===== src/rtl/etsr_pkg.sv =====
package etsr_pkg;

    // ------------------------------------------------------------------
    // Register byte offsets
    // ------------------------------------------------------------------
    localparam logic [11:0] ETSR_OFS_UNIT_INDEX = 12'h500;
    localparam logic [11:0] ETSR_OFS_CAP_CTRL = 12'h504;
    localparam logic [11:0] ETSR_OFS_CAP_STATUS = 12'h508;
    localparam logic [11:0] ETSR_OFS_S3_NSEC = 12'h56c;
    localparam logic [11:0] ETSR_OFS_S3_SEC = 12'h570;
    localparam logic [11:0] ETSR_OFS_S3_PHASE = 12'h574;
    localparam logic [11:0] ETSR_OFS_S4_NSEC = 12'h578;
    localparam logic [11:0] ETSR_OFS_S4_SEC = 12'h57c;
    localparam logic [11:0] ETSR_OFS_S4_PHASE = 12'h580;
    localparam logic [11:0] ETSR_OFS_S5_NSEC = 12'h584;
    localparam logic [11:0] ETSR_OFS_S5_SEC = 12'h588;
    localparam logic [11:0] ETSR_OFS_S5_PHASE = 12'h58c;

    // ------------------------------------------------------------------
    // Field positions
    // ------------------------------------------------------------------
    localparam int unsigned ETSR_NSEC_POL_BIT = 30;
    localparam int unsigned ETSR_NSEC_W = 30;
    localparam int unsigned ETSR_SEC_W = 32;
    localparam int unsigned ETSR_PHASE_W = 3;
    localparam int unsigned ETSR_UNIT_PTR_BIT = 8;
    localparam int unsigned ETSR_STATUS_CNT_W = 3;

    // ------------------------------------------------------------------
    // Reset values
    // ------------------------------------------------------------------
    localparam logic [31:0] ETSR_RST_WORD = 32'h0000_0000;
    localparam logic [29:0] ETSR_RST_NSEC = 30'h0000_0000;
    localparam logic [31:0] ETSR_RST_SEC = 32'h0000_0000;
    localparam logic [2:0] ETSR_RST_PHASE = 3'h0;
    localparam logic [2:0] ETSR_RST_CNT = 3'h0;

    // ------------------------------------------------------------------
    // Sample sequence and timing
    // ------------------------------------------------------------------
    localparam logic [2:0] ETSR_FIRST_KEPT = 3'h3;
    localparam logic [2:0] ETSR_LAST_KEPT = 3'h5;
    localparam int unsigned ETSR_KEPT_SAMPLES = 3;
    localparam logic [2:0] ETSR_CNT_SAT = 3'h6;
    localparam int unsigned ETSR_SLOT_NS = 8;
    localparam int unsigned ETSR_REF_PERIOD_NS = 40;
    localparam int unsigned ETSR_SLOTS = ETSR_REF_PERIOD_NS / ETSR_SLOT_NS;
    localparam int unsigned ETSR_SYNC_STAGES = 3;

    // Phase codes for the 8 ns slot inside one reference period
    typedef enum logic [2:0] {
        ETSR_PH_0NS = 3'b000,
        ETSR_PH_8NS = 3'b001,
        ETSR_PH_16NS = 3'b010,
        ETSR_PH_24NS = 3'b011,
        ETSR_PH_32NS = 3'b100
    } etsr_phase_t;

endpackage : etsr_pkg


===== src/rtl/etsr_phase_enc.sv =====
`timescale 1ns/10ps
module etsr_phase_enc
    import etsr_pkg::*;
(
    input wire logic [2:0] slot_i,
    output etsr_phase_t code_o
);

    // ------------------------------------------------------------------
    // Slot to phase code
    // ------------------------------------------------------------------
    // Out-of-range slots clamp to the last slot, never a reserved code
    always_comb begin
        case (slot_i)
            3'h0: code_o = ETSR_PH_0NS;
            3'h1: code_o = ETSR_PH_8NS;
            3'h2: code_o = ETSR_PH_16NS;
            3'h3: code_o = ETSR_PH_24NS;
            3'h4: code_o = ETSR_PH_32NS;
            default: code_o = ETSR_PH_32NS;
        endcase
    end

endmodule : etsr_phase_enc


===== src/rtl/etsr_readout.sv =====
// Register access over Wishbone was left to the implementer.
`timescale 1ns/10ps
// Notes on behaviour
// - Each sample keeps a 3-bit code naming its 8 ns slot in 40 ns.
// - Codes: 000 is 0 ns, 001 is 8 ns, 011 is 24 ns, 100 is 32 ns.
// - The 16 ns slot reads 010; codes 101 to 111 never appear.
// - Nanoseconds bit 30 shows edge polarity, one rising, zero falling.
// - Nanoseconds bits 29 to 0 hold the capture nanoseconds.
// - Seconds register holds the full 32-bit capture seconds.
// - Sample registers show the unit picked by index pointer bit 8.
// - Third, fourth and fifth samples each keep their own result set.
module etsr_readout
    import etsr_pkg::*;
#(
    parameter int unsigned NUM_UNITS = 2
) (
    input wire logic clk_sys_i,
    input wire logic rst_n_i,
    input wire logic wb_cyc_i,
    input wire logic wb_stb_i,
    input wire logic wb_we_i,
    input wire logic [11:2] wb_adr_i,
    input wire logic [3:0] wb_sel_i,
    input wire logic [31:0] wb_dat_i,
    output logic [31:0] wb_dat_o,
    output logic wb_ack_o,
    input wire logic [NUM_UNITS-1:0] evt_in_i,
    input wire logic [3*NUM_UNITS-1:0] evt_slot_i,
    input wire logic [31:0] tod_sec_i,
    input wire logic [29:0] tod_nsec_i
);

    // ------------------------------------------------------------------
    // Elaboration checks
    // ------------------------------------------------------------------
    // The pointer is a single bit, so at most two units can be reached
    if (NUM_UNITS < 1 || NUM_UNITS > 2) begin : g_bad_units
        $error("etsr_readout: NUM_UNITS must be 1 or 2");
    end

    // Three result sets are mapped; the counter must saturate right
    // after the last kept sample, or a late edge would overwrite one
    if (ETSR_KEPT_SAMPLES != 3 ||
        ETSR_LAST_KEPT + 3'h1 != ETSR_CNT_SAT) begin : g_bad_window
        $error("etsr_readout: kept window must end below saturation");
    end

    // The encoder knows five 8 ns slots; another period needs new codes
    if (ETSR_SLOTS != 5 || ETSR_PHASE_W != 3) begin : g_bad_slots
        $error("etsr_readout: slot layout does not match the encoder");
    end

    // Edge detection compares stages two and three of three
    if (ETSR_SYNC_STAGES != 3) begin : g_bad_sync
        $error("etsr_readout: synchroniser must have three stages");
    end

    // Polarity sits right above the nanoseconds, bit 31 stays reserved
    if (ETSR_NSEC_POL_BIT != ETSR_NSEC_W) begin : g_bad_nsec
        $error("etsr_readout: polarity must sit above the nanoseconds");
    end

    // The first edge after a restart must count as sample one
    if (ETSR_RST_CNT != 3'h0) begin : g_bad_first
        $error("etsr_readout: sample count must restart from zero");
    end

    // Word offsets only; the low address bits are not on the bus
    if (ETSR_OFS_S3_NSEC[1:0] != 2'b00 ||
        ETSR_OFS_S5_PHASE[1:0] != 2'b00) begin : g_bad_ofs
        $error("etsr_readout: register offsets must be word aligned");
    end

    // ------------------------------------------------------------------
    // Declarations
    // ------------------------------------------------------------------
    logic unit_ptr_q;
    logic [11:0] byte_adr;
    logic bus_req;
    logic bus_wr;
    logic [31:0] rd_word;
    logic [NUM_UNITS-1:0] restart;
    logic sel_unit;
    logic wr_index;
    logic wr_ctrl;
    logic [1:0] fill_q;
    logic sync_full;
    logic [31:0] index_word;
    logic [31:0] status_word;

    // Per-unit capture state
    logic [NUM_UNITS-1:0] sync1_q;
    logic [NUM_UNITS-1:0] sync2_q;
    logic [NUM_UNITS-1:0] sync3_q;
    logic [NUM_UNITS-1:0] level_q;
    logic [NUM_UNITS-1:0] primed_q;
    logic [NUM_UNITS-1:0] edge_seen;
    logic [NUM_UNITS-1:0] edge_rise;
    logic [2:0] cnt_q [NUM_UNITS];
    etsr_phase_t slot_code [NUM_UNITS];
    logic [ETSR_KEPT_SAMPLES-1:0] store_en [NUM_UNITS];

    // Result memory: one set per unit and per kept sample
    logic [31:0] sec_q [NUM_UNITS][ETSR_KEPT_SAMPLES];
    logic [29:0] nsec_q [NUM_UNITS][ETSR_KEPT_SAMPLES];
    logic pol_q [NUM_UNITS][ETSR_KEPT_SAMPLES];
    logic [2:0] phase_q [NUM_UNITS][ETSR_KEPT_SAMPLES];

    // Selected unit's result words, reserved bits already cleared
    logic [31:0] nsec_word [ETSR_KEPT_SAMPLES];
    logic [31:0] sec_word [ETSR_KEPT_SAMPLES];
    logic [31:0] phase_word [ETSR_KEPT_SAMPLES];

    // ------------------------------------------------------------------
    // Bus decode
    // ------------------------------------------------------------------
    // Request stands while the master waits; ack masks the second edge
    assign byte_adr = {wb_adr_i, 2'b00};
    assign bus_req = wb_cyc_i & wb_stb_i & ~wb_ack_o;
    assign bus_wr = bus_req & wb_we_i;

    // Write strobes of the two writable words; sample words ignore writes
    assign wr_index = bus_wr && byte_adr == ETSR_OFS_UNIT_INDEX &&
                      wb_sel_i[1];
    assign wr_ctrl = bus_wr && byte_adr == ETSR_OFS_CAP_CTRL && wb_sel_i[0];

    // A pointer beyond the fitted units falls back to unit zero
    assign sel_unit = (unit_ptr_q && NUM_UNITS > 1) ? 1'b1 : 1'b0;

    // Restart strobes, one per unit, from the control register
    always_comb begin
        restart = '0;
        if (wr_ctrl) begin
            restart = wb_dat_i[NUM_UNITS-1:0];
        end
    end

    // ------------------------------------------------------------------
    // Unit index pointer
    // ------------------------------------------------------------------
    // Only the pointer bit is writable; other bits of the word read zero
    always_ff @(posedge clk_sys_i or negedge rst_n_i) begin
        if (!rst_n_i) begin
            unit_ptr_q <= 1'b0;
        end else if (wr_index) begin
            unit_ptr_q <= wb_dat_i[ETSR_UNIT_PTR_BIT];
        end
    end

    // ------------------------------------------------------------------
    // Synchroniser fill after reset
    // ------------------------------------------------------------------
    // The stages leave reset at zero, not at the pin's level. The settled
    // level is first taken once every stage holds a real pin sample, so
    // a pin that is already high at reset is never seen as a rising edge
    always_ff @(posedge clk_sys_i or negedge rst_n_i) begin
        if (!rst_n_i) begin
            fill_q <= 2'h0;
        end else if (!sync_full) begin
            fill_q <= fill_q + 2'h1;
        end
    end

    // Shared by all units; they leave reset together
    assign sync_full = (fill_q == 2'(ETSR_SYNC_STAGES));

    // ------------------------------------------------------------------
    // Per-unit event capture
    // ------------------------------------------------------------------
    // Each unit has its own synchroniser, counter and three result sets
    for (genvar u = 0; u < NUM_UNITS; u++) begin : g_unit

        // Three-stage synchroniser on the event pin
        always_ff @(posedge clk_sys_i or negedge rst_n_i) begin
            if (!rst_n_i) begin
                sync1_q[u] <= 1'b0;
                sync2_q[u] <= 1'b0;
                sync3_q[u] <= 1'b0;
            end else begin
                sync1_q[u] <= evt_in_i[u];
                sync2_q[u] <= sync1_q[u];
                sync3_q[u] <= sync2_q[u];
            end
        end

        // A change counts once the last two stages agree
        assign edge_seen[u] = primed_q[u] & (sync2_q[u] == sync3_q[u]) &
                              (sync2_q[u] != level_q[u]);
        assign edge_rise[u] = sync2_q[u];

        // Settled level; the first agreement once the stages are full
        // only primes it, so the pin's level at reset is never an edge
        always_ff @(posedge clk_sys_i or negedge rst_n_i) begin
            if (!rst_n_i) begin
                level_q[u] <= 1'b0;
                primed_q[u] <= 1'b0;
            end else if (sync_full && sync2_q[u] == sync3_q[u]) begin
                level_q[u] <= sync2_q[u];
                primed_q[u] <= 1'b1;
            end
        end

        // Slot of the edge inside the reference period
        etsr_phase_enc u_phase_enc (
            .slot_i (evt_slot_i[3*u +: 3]),
            .code_o (slot_code[u])
        );

        // Sample counter; an edge in the restart cycle is sample one
        always_ff @(posedge clk_sys_i or negedge rst_n_i) begin
            if (!rst_n_i) begin
                cnt_q[u] <= ETSR_RST_CNT;
            end else if (restart[u]) begin
                cnt_q[u] <= edge_seen[u] ? 3'h1 : ETSR_RST_CNT;
            end else if (edge_seen[u] && cnt_q[u] != ETSR_CNT_SAT) begin
                cnt_q[u] <= cnt_q[u] + 3'h1;
            end
        end

        // Result sets for the third, fourth and fifth samples
        for (genvar k = 0; k < ETSR_KEPT_SAMPLES; k++) begin : g_slot
            localparam logic [2:0] SAMPLE_NO = ETSR_FIRST_KEPT + 3'(k);

            // Counter still holds the previous count in the edge cycle;
            // an edge in a restart cycle is sample one and is not kept
            assign store_en[u][k] = edge_seen[u] && !restart[u] &&
                                    cnt_q[u] + 3'h1 == SAMPLE_NO;

            always_ff @(posedge clk_sys_i or negedge rst_n_i) begin
                if (!rst_n_i) begin
                    sec_q[u][k] <= ETSR_RST_SEC;
                    nsec_q[u][k] <= ETSR_RST_NSEC;
                    pol_q[u][k] <= 1'b0;
                    phase_q[u][k] <= ETSR_RST_PHASE;
                end else if (store_en[u][k]) begin
                    sec_q[u][k] <= tod_sec_i;
                    nsec_q[u][k] <= tod_nsec_i;
                    pol_q[u][k] <= edge_rise[u];
                    phase_q[u][k] <= slot_code[u];
                end
            end
        end
    end

    // ------------------------------------------------------------------
    // Result words of the selected unit
    // ------------------------------------------------------------------
    // Words are built whole, so the multiplexer below only picks one and
    // no reserved bit can leak through a partial assignment
    for (genvar k = 0; k < ETSR_KEPT_SAMPLES; k++) begin : g_word
        always_comb begin
            nsec_word[k] = ETSR_RST_WORD;
            nsec_word[k][ETSR_NSEC_POL_BIT] = pol_q[sel_unit][k];
            nsec_word[k][ETSR_NSEC_W-1:0] = nsec_q[sel_unit][k];
        end

        // Seconds use the whole word
        assign sec_word[k] = sec_q[sel_unit][k];

        // Phase code in the low bits, the rest reads zero
        always_comb begin
            phase_word[k] = ETSR_RST_WORD;
            phase_word[k][ETSR_PHASE_W-1:0] = phase_q[sel_unit][k];
        end
    end

    // Pointer readback; all other bits of the index word read zero
    always_comb begin
        index_word = ETSR_RST_WORD;
        index_word[ETSR_UNIT_PTR_BIT] = unit_ptr_q;
    end

    // Edge count of the selected unit, saturating at six
    always_comb begin
        status_word = ETSR_RST_WORD;
        status_word[ETSR_STATUS_CNT_W-1:0] = cnt_q[sel_unit];
    end

    // ------------------------------------------------------------------
    // Read multiplexer
    // ------------------------------------------------------------------
    // Unmapped addresses read zero and are still acknowledged
    always_comb begin
        rd_word = ETSR_RST_WORD;
        case (byte_adr)
            ETSR_OFS_UNIT_INDEX: begin
                rd_word = index_word;
            end
            ETSR_OFS_CAP_STATUS: begin
                rd_word = status_word;
            end
            ETSR_OFS_S3_NSEC: begin
                rd_word = nsec_word[0];
            end
            ETSR_OFS_S3_SEC: begin
                rd_word = sec_word[0];
            end
            ETSR_OFS_S3_PHASE: begin
                rd_word = phase_word[0];
            end
            ETSR_OFS_S4_NSEC: begin
                rd_word = nsec_word[1];
            end
            ETSR_OFS_S4_SEC: begin
                rd_word = sec_word[1];
            end
            ETSR_OFS_S4_PHASE: begin
                rd_word = phase_word[1];
            end
            ETSR_OFS_S5_NSEC: begin
                rd_word = nsec_word[2];
            end
            ETSR_OFS_S5_SEC: begin
                rd_word = sec_word[2];
            end
            ETSR_OFS_S5_PHASE: begin
                rd_word = phase_word[2];
            end
            default: begin
                rd_word = ETSR_RST_WORD;
            end
        endcase
    end

    // ------------------------------------------------------------------
    // Bus answer
    // ------------------------------------------------------------------
    // One-cycle ack; writes to sample registers are simply dropped
    // A strobe held past the ack is answered again every other cycle
    always_ff @(posedge clk_sys_i or negedge rst_n_i) begin
        if (!rst_n_i) begin
            wb_ack_o <= 1'b0;
        end else begin
            wb_ack_o <= bus_req;
        end
    end

    // Read data is registered with the ack, held until the next read
    // Registered so that the read path adds no logic after the flops
    always_ff @(posedge clk_sys_i or negedge rst_n_i) begin
        if (!rst_n_i) begin
            wb_dat_o <= ETSR_RST_WORD;
        end else if (bus_req && !wb_we_i) begin
            wb_dat_o <= rd_word;
        end
    end

endmodule : etsr_readout


===== config.mk =====
export PLATFORM = sky130hd
export DESIGN_NAME = etsr_readout
export DESIGN_NICKNAME = d
export VERILOG_FILES = /design/src/rtl/etsr_pkg.sv /design/src/rtl/etsr_phase_enc.sv /design/src/rtl/etsr_readout.sv
export SDC_FILE = /design/constraint.sdc
export NUM_CORES = 1
export LEC_CHECK = 0
export BUFFER_PORTS_ARGS = -buffer_cell sky130_fd_sc_hd__buf_2
export CAP_MARGIN = 0
export CORE_MARGIN = 2
export CORE_UTILIZATION = 60
export CTS_CLUSTER_SIZE = 16
export DETAILED_ROUTE_END_ITERATION = 10
export PLACE_DENSITY = 0.8
export SLEW_MARGIN = 30
export SYNTH_ARGS = -nofsm -noshare
export SYNTH_HDL_FRONTEND = slang
export SYNTH_SLANG_ARGS = --single-unit

===== constraint.sdc =====
create_clock -name clk_sys_i -period 3.05 [get_ports clk_sys_i]
set_input_delay 0 -clock clk_sys_i [delete_from_list [all_inputs] [get_ports clk_sys_i]]
set_output_delay 0 -clock clk_sys_i [all_outputs]
set_load 0.005 [all_outputs]

=== After elaboration in Yosys (flattened, before gate mapping) ===
Index checks and enable logic that the tools add are counted.
W data, S select, Z words.

* Bits in registers: 448
* Input port bits: 121

* Add/subtract/negate cells: 3
* $lt $le $gt $ge: 1
* Equality and inequality tests: 31
* Multiplexer cells: 26
* Bitwise operators: 9
* Reduce and logical (&&, ||, !) cells: 24

{| class="wikitable"
|+ Operator list
! operator !! count
|-
| $pmux W32 S11 || 1
|-
| $mux W96 || 3
|-
| $mux W90 || 3
|-
| $eq A10 B9 Y1 const B || 12
|-
| $mux W3 || 10
|-
| $mux W9 || 3
|-
| $pmux W3 S4 || 2
|-
| $eq A3 B2 Y1 const B || 6
|-
| $logic_and A1 B1 Y1 || 17
|-
| $eq A3 B3 Y1 const B || 4
|-
| $and A1 B1 Y1 || 7
|-
| $add A3 B1 Y3 const B || 2
|-
| $eq A3 B1 Y1 const B || 2
|-
| $logic_not A3 Y1 || 2
|-
| $ne A3 B3 Y1 const B || 2
|-
| $reduce_bool A2 Y1 || 2
|-
| $logic_not A1 Y1 || 3
|-
| $mux W1 || 3
|-
| $add A2 B1 Y2 const B || 1
|-
| $eq A1 B1 Y1 || 2
|-
| $eq A2 B2 Y1 const B || 1
|-
| $ge A2 B2 Y1 const B || 1
|-
| $mux W2 || 1
|-
| $ne A1 B1 Y1 || 2
|-
| 2 further kinds || 2
|}

=== Depth between registers and ports, before layout ===
* Depth in word-level cells: 9
* Gate-level depth with buffers: 8
* Depth with buffers taken out: 6

=== By module ===
A second synthesis with hierarchy kept.

* Cell total of the unflattened synthesis: 1,495
* Area total of the unflattened synthesis: 21,018.9 um^2

{| class="wikitable"
|+ Modules (own cells, without submodules)
! module !! times used !! cells each !! area each (um^2)
|-
| etsr_readout || 1 || 1,489 || 20,986.4
|-
| etsr_phase_enc || 2 || 3 || 16.3
|}

=== Worst setup path after synthesis ===
OpenSTA, ideal clock, no wires.

* Path type: register to register
* From: register sync2_q[0], in the netlist edge_rise[0]
* To: register sec_q[119] in the netlist's numbering
* Library setup time: 125 ps
* Arrival time: 1,992 ps
* Data required time: 2,925 ps
* Path slack: 933 ps
* Cell stages (with the launch flop): 9
* Clock period less this slack: 2,117 ps
* Cell sequence: dfrtp_1 -> buf_2 -> or3b_4 -> a21boi_4 -> o21ai_4 -> nor2_2 -> buf_4 -> buf_6 -> mux2_2

* Longest elaborated chain between the ends: 5
* Elaborated cells on any way between the ends: 6
* Those cells by class: 2 x eq/ne; 2 x bitwise; 2 x reduce/logical

{| class="wikitable"
|+ Ends and longest elaborated chain
! element !! RTL line !! source
|-
| from (decl) || etsr_readout.sv:93 || <nowiki>logic [NUM_UNITS-1:0] sync2_q;</nowiki>
|-
| from (signal, indexed assignment) || etsr_readout.sv:181 || <nowiki>sync2_q[u] <= sync1_q[u];</nowiki>
|-
| $eq A1 B1 Y1 || etsr_readout.sv:187 || <nowiki>assign edge_seen[u] = primed_q[u] & (sync2_q[u] == sync3_q[u]) &</nowiki>
|-
| $and A1 B1 Y1 || etsr_readout.sv:187 ||
|-
| $and A1 B1 Y1 * || etsr_readout.sv:187 ||
|-
| $logic_and A1 B1 Y1 * (2 in a row) || etsr_readout.sv:226 || <nowiki>assign store_en[u][k] = edge_seen[u] && !restart[u] &&</nowiki>
|-
| to (signal, indexed assignment) || etsr_readout.sv:236 || <nowiki>sec_q[u][k] <= tod_sec_i;</nowiki>
|-
| to (decl) || etsr_readout.sv:104 || <nowiki>logic [31:0] sec_q [NUM_UNITS][ETSR_KEPT_SAMPLES];</nowiki>
|}

Every way passes the cells marked *; elsewhere a longest branch is shown, timed or not.
A chain may end at the register's enable or synchronous reset.

=== Worst setup path after layout ===
* From: register sync2_q[1], in the netlist edge_rise[1]
* To: register nsec_q[42] in the netlist's numbering

* Longest elaborated chain between the ends: 5
* Elaborated cells on any way between the ends: 6
* Those cells by class: 2 x eq/ne; 2 x bitwise; 2 x reduce/logical

{| class="wikitable"
|+ Ends and longest elaborated chain
! element !! RTL line !! source
|-
| $eq A1 B1 Y1 || etsr_readout.sv:187 ||
|-
| $and A1 B1 Y1 || etsr_readout.sv:187 ||
|-
| $and A1 B1 Y1 * || etsr_readout.sv:187 ||
|-
| $logic_and A1 B1 Y1 * (2 in a row) || etsr_readout.sv:226 ||
|-
| to (signal, indexed assignment) || etsr_readout.sv:237 || <nowiki>nsec_q[u][k] <= tod_nsec_i;</nowiki>
|-
| to (decl) || etsr_readout.sv:105 || <nowiki>logic [29:0] nsec_q [NUM_UNITS][ETSR_KEPT_SAMPLES];</nowiki>
|}

Marks and branches as above.

==> results.txt <==
most common cell after layout, fill and taps aside - dfrtp_1
clock root buffer - clkbuf_16
num rows - 68
setup bufs post-CTS - 0
Worst Hold Class - input port to async pin
# setup viols final - 0
vias per inst - 6.05
max-slew violations - 0
Main synth FF type - dfrtp_1
layout cells sized above 1 - 35.6%
routed via count - 13100
Post-synth EDFFs - 0
largest stage delay on the critical path - 0.50 ns
nets - 1812
worst path bufs/invs - 1
wire per inst - 22.4 µm
initial antenna violation count - 5
CORE AREA - 34400 µm²
syn nets - 1614
Chip Height - 190 µm
gr ovfl total - 0
maximum fanout along the worst path - 25
H-tree depth - 2
largest net degree at the start of global routing - 91
DIE WIDTH - 190 µm
CP arrival - 2.99 ns
kind of cell adding the most delay to the critical path - simple AND/OR/NAND/NOR gates
total clock sinks - 448
Total Wirelength - 48500 µm
area delta synth->final - 16.5%
Total GRT Usage - 27.4%
total die area - 36200 µm²
residual DRC count - 0
Layout Skew - 0.00931 ns
max_cap viols - 0
post-route ant nets - 0
initial DRC count - 803
min Tclk post-route - 2.57 ns
FILL cells - 2373
worst setup path class - register to register
Reg clk slew, reported paths - 0.06 ns
Async SR Flop Fraction - 100%
CP startpoint kind - register
Final GP Congestion - 0.763
Final Hold Fails - 0
drt first pass iters - 5
io pins - 154
post-synthesis instance total - 1482
Max clock buf depth - 3
leak pwr - 10.4 nW
fin util - 70.5%
Fmax - 0.389 GHz
number of synthesized register bits - 448
first-pass GRT wire length - 77000 µm
synthesized area - 20800 µm²
clk_lat worst skew - 0.54 ns
CP max stage cell - dfrtp_1
Final period util - 84.2%
Synth cell types - 61
CTS tree - built
setup TNS - 0 ns
area of the multi-input gates - 8920 µm²
total power draw - 20.6 mW
Syn Area/Cell - 14.0 µm²
Final HPWL DP - 28500 µm
most frequent cells in the layout - dfrtp_1 (447), mux2_2 (303), mux2_1 (129), buf_2 (121), mux2i_1 (114)
vias in the first global route - 14000
RSZ-0062 raised after global routing - no
total CTS buffers - 47
worst slew pin tran - 0.936 ns
Reg area - 11200 µm²
Starting Density - 60.5%
Seq/Total Area, Yosys - 53.9%
Power Dens Cells - 852 nW/µm²
Critical Path End Type - register
CP Cell Sequence - or3b_4, a21boi_4, nand3_1, nor2_4, buf_12, mux2_2
Worst EP required - 3.47 ns
VDD IR max - 0.428 mV
status - complete, no violations
Ys Warns - 0
port bufs - 122
relative slew slack - 37.5%
## synth_stat cells (3+ instances only)
library cell | number | share of area, %
a21oi_1 | 39 | 0.94
a221oi_1 | 27 | 1.1
a22oi_1 | 25 | 0.90
and4b_1 | 4 | 0.19
buf_2 | 33 | 0.79
buf_4 | 8 | 0.29
buf_6 | 22 | 1.2
buf_8 | 4 | 0.29
clkbuf_1 | 28 | 0.51
dfrtp_1 | 448 | 54
ha_1 | 11 | 0.66
inv_1 | 22 | 0.40
mux2_1 | 129 | 7.0
mux2_2 | 303 | 16
mux2_4 | 38 | 2.7
mux2i_1 | 114 | 5.5
mux4_2 | 7 | 0.76
nand2_1 | 51 | 0.92
nand2b_1 | 10 | 0.30
nand3_1 | 12 | 0.29
nand3b_1 | 5 | 0.18
nand4_1 | 5 | 0.15
nor2_1 | 8 | 0.14
nor2_2 | 4 | 0.12
nor2b_1 | 3 | 0.090
nor3_1 | 7 | 0.17
o21ai_0 | 35 | 0.84
o221ai_1 | 3 | 0.13
o22a_1 | 5 | 0.21
o22ai_1 | 28 | 0.84
xnor2_1 | 3 | 0.13
## routing by layer
metal / track usage, % / share of wire [%] / vias to the layer above
met2: 45.7 / 49 / 376
met1: 36.8 / 43 / 6799
met3: 4.65 / 5.5 / 105
met5: 0 / 0.049 / -
met4: 8.44 / 2.6 / 4
li1: - / - / 5828
## worst paths after layout
check,start,to,slack (ns),cells past startpoint
worst max register to register,edge_rise[1]$_DFF_PN0_,nsec_q[42]$_DFFE_PN0P_,0.48,6
worst min register to register,sync1_q[0]$_DFF_PN0_,edge_rise[0]$_DFF_PN0_,0.35,0
worst max-delay path,edge_rise[1]$_DFF_PN0_,nsec_q[42]$_DFFE_PN0P_,0.48,6
worst min-delay path,rst_n_i,level_q[0]$_DFFE_PN0P_,0.08,2
min in group clk_sys_i,evt_in_i[1],sync1_q[1]$_DFF_PN0_,0.09,2
max in group asynchronous,rst_n_i,sec_q[89]$_DFFE_PN0P_,1.97,3
## sequential cells by signal, indices dropped and copies added, names as in the netlist, 6 cells and up
signal,cells
wb_dat_o,32
nsec_q,180
pol_q,6
phase_q,18
cnt_q,6
sec_q,192
## cell type report
| class | instances | area share, % |
|---|---|---|
| diodes | 2 | 0.0207 |
| clock buffers | 65 | 5.68 |
| well taps | 455 | 2.35 |
| flip-flops and latches | 448 | 46.3 |
| inverters | 22 | 0.341 |
| repair buffers | 245 | 7.86 |
| multi-input cells | 916 | 36.8 |
| clock inverters | 13 | 0.681 |
## logic make-up (layout without fill, tap and decap cells)
kind of cell,after synthesis,after routing,share of synthesized area (%)
DFF,448,448,53.9
other,0,2,0
muxes,591,591,32.4
and+or+nand+nor,131,131,3.65
AOI/OAI and AO/OA,178,178,5.73
buffers and inverters,118,345,3.48
xor gates and xnor gates,5,5,0.211
adders and majority gates,11,11,0.662
## power by group
part | switching (mW) | leakage (nW) | internal [mW]
Sequential | 1.40 | 5.55 | 8.60
Clock | 2.26 | 0.769 | 3.46
Combinational | 1.86 | 4.05 | 3.07
## through the flow
stage          instances  instance area, µm²  setup WS [ns]  hold slack [ns]
2_1_floorplan       1482               20800          0.933           -0.296
3_3_place_gp        2007               21900          0.579           0.0685
3_5_place_dp        2007               21900          0.509           0.0879
4_1_cts             2164               24200          0.500           0.0782
5_1_grt             2165               24200          0.371           0.0883
6_report            2166               24200          0.481           0.0833
## what timing repair did
item                      CTS  global route
hold buffers               79             0
resized for setup           0             0
hold endpoints to repair  482             0
No activity file was read; power rests on OpenSTA's default activity.
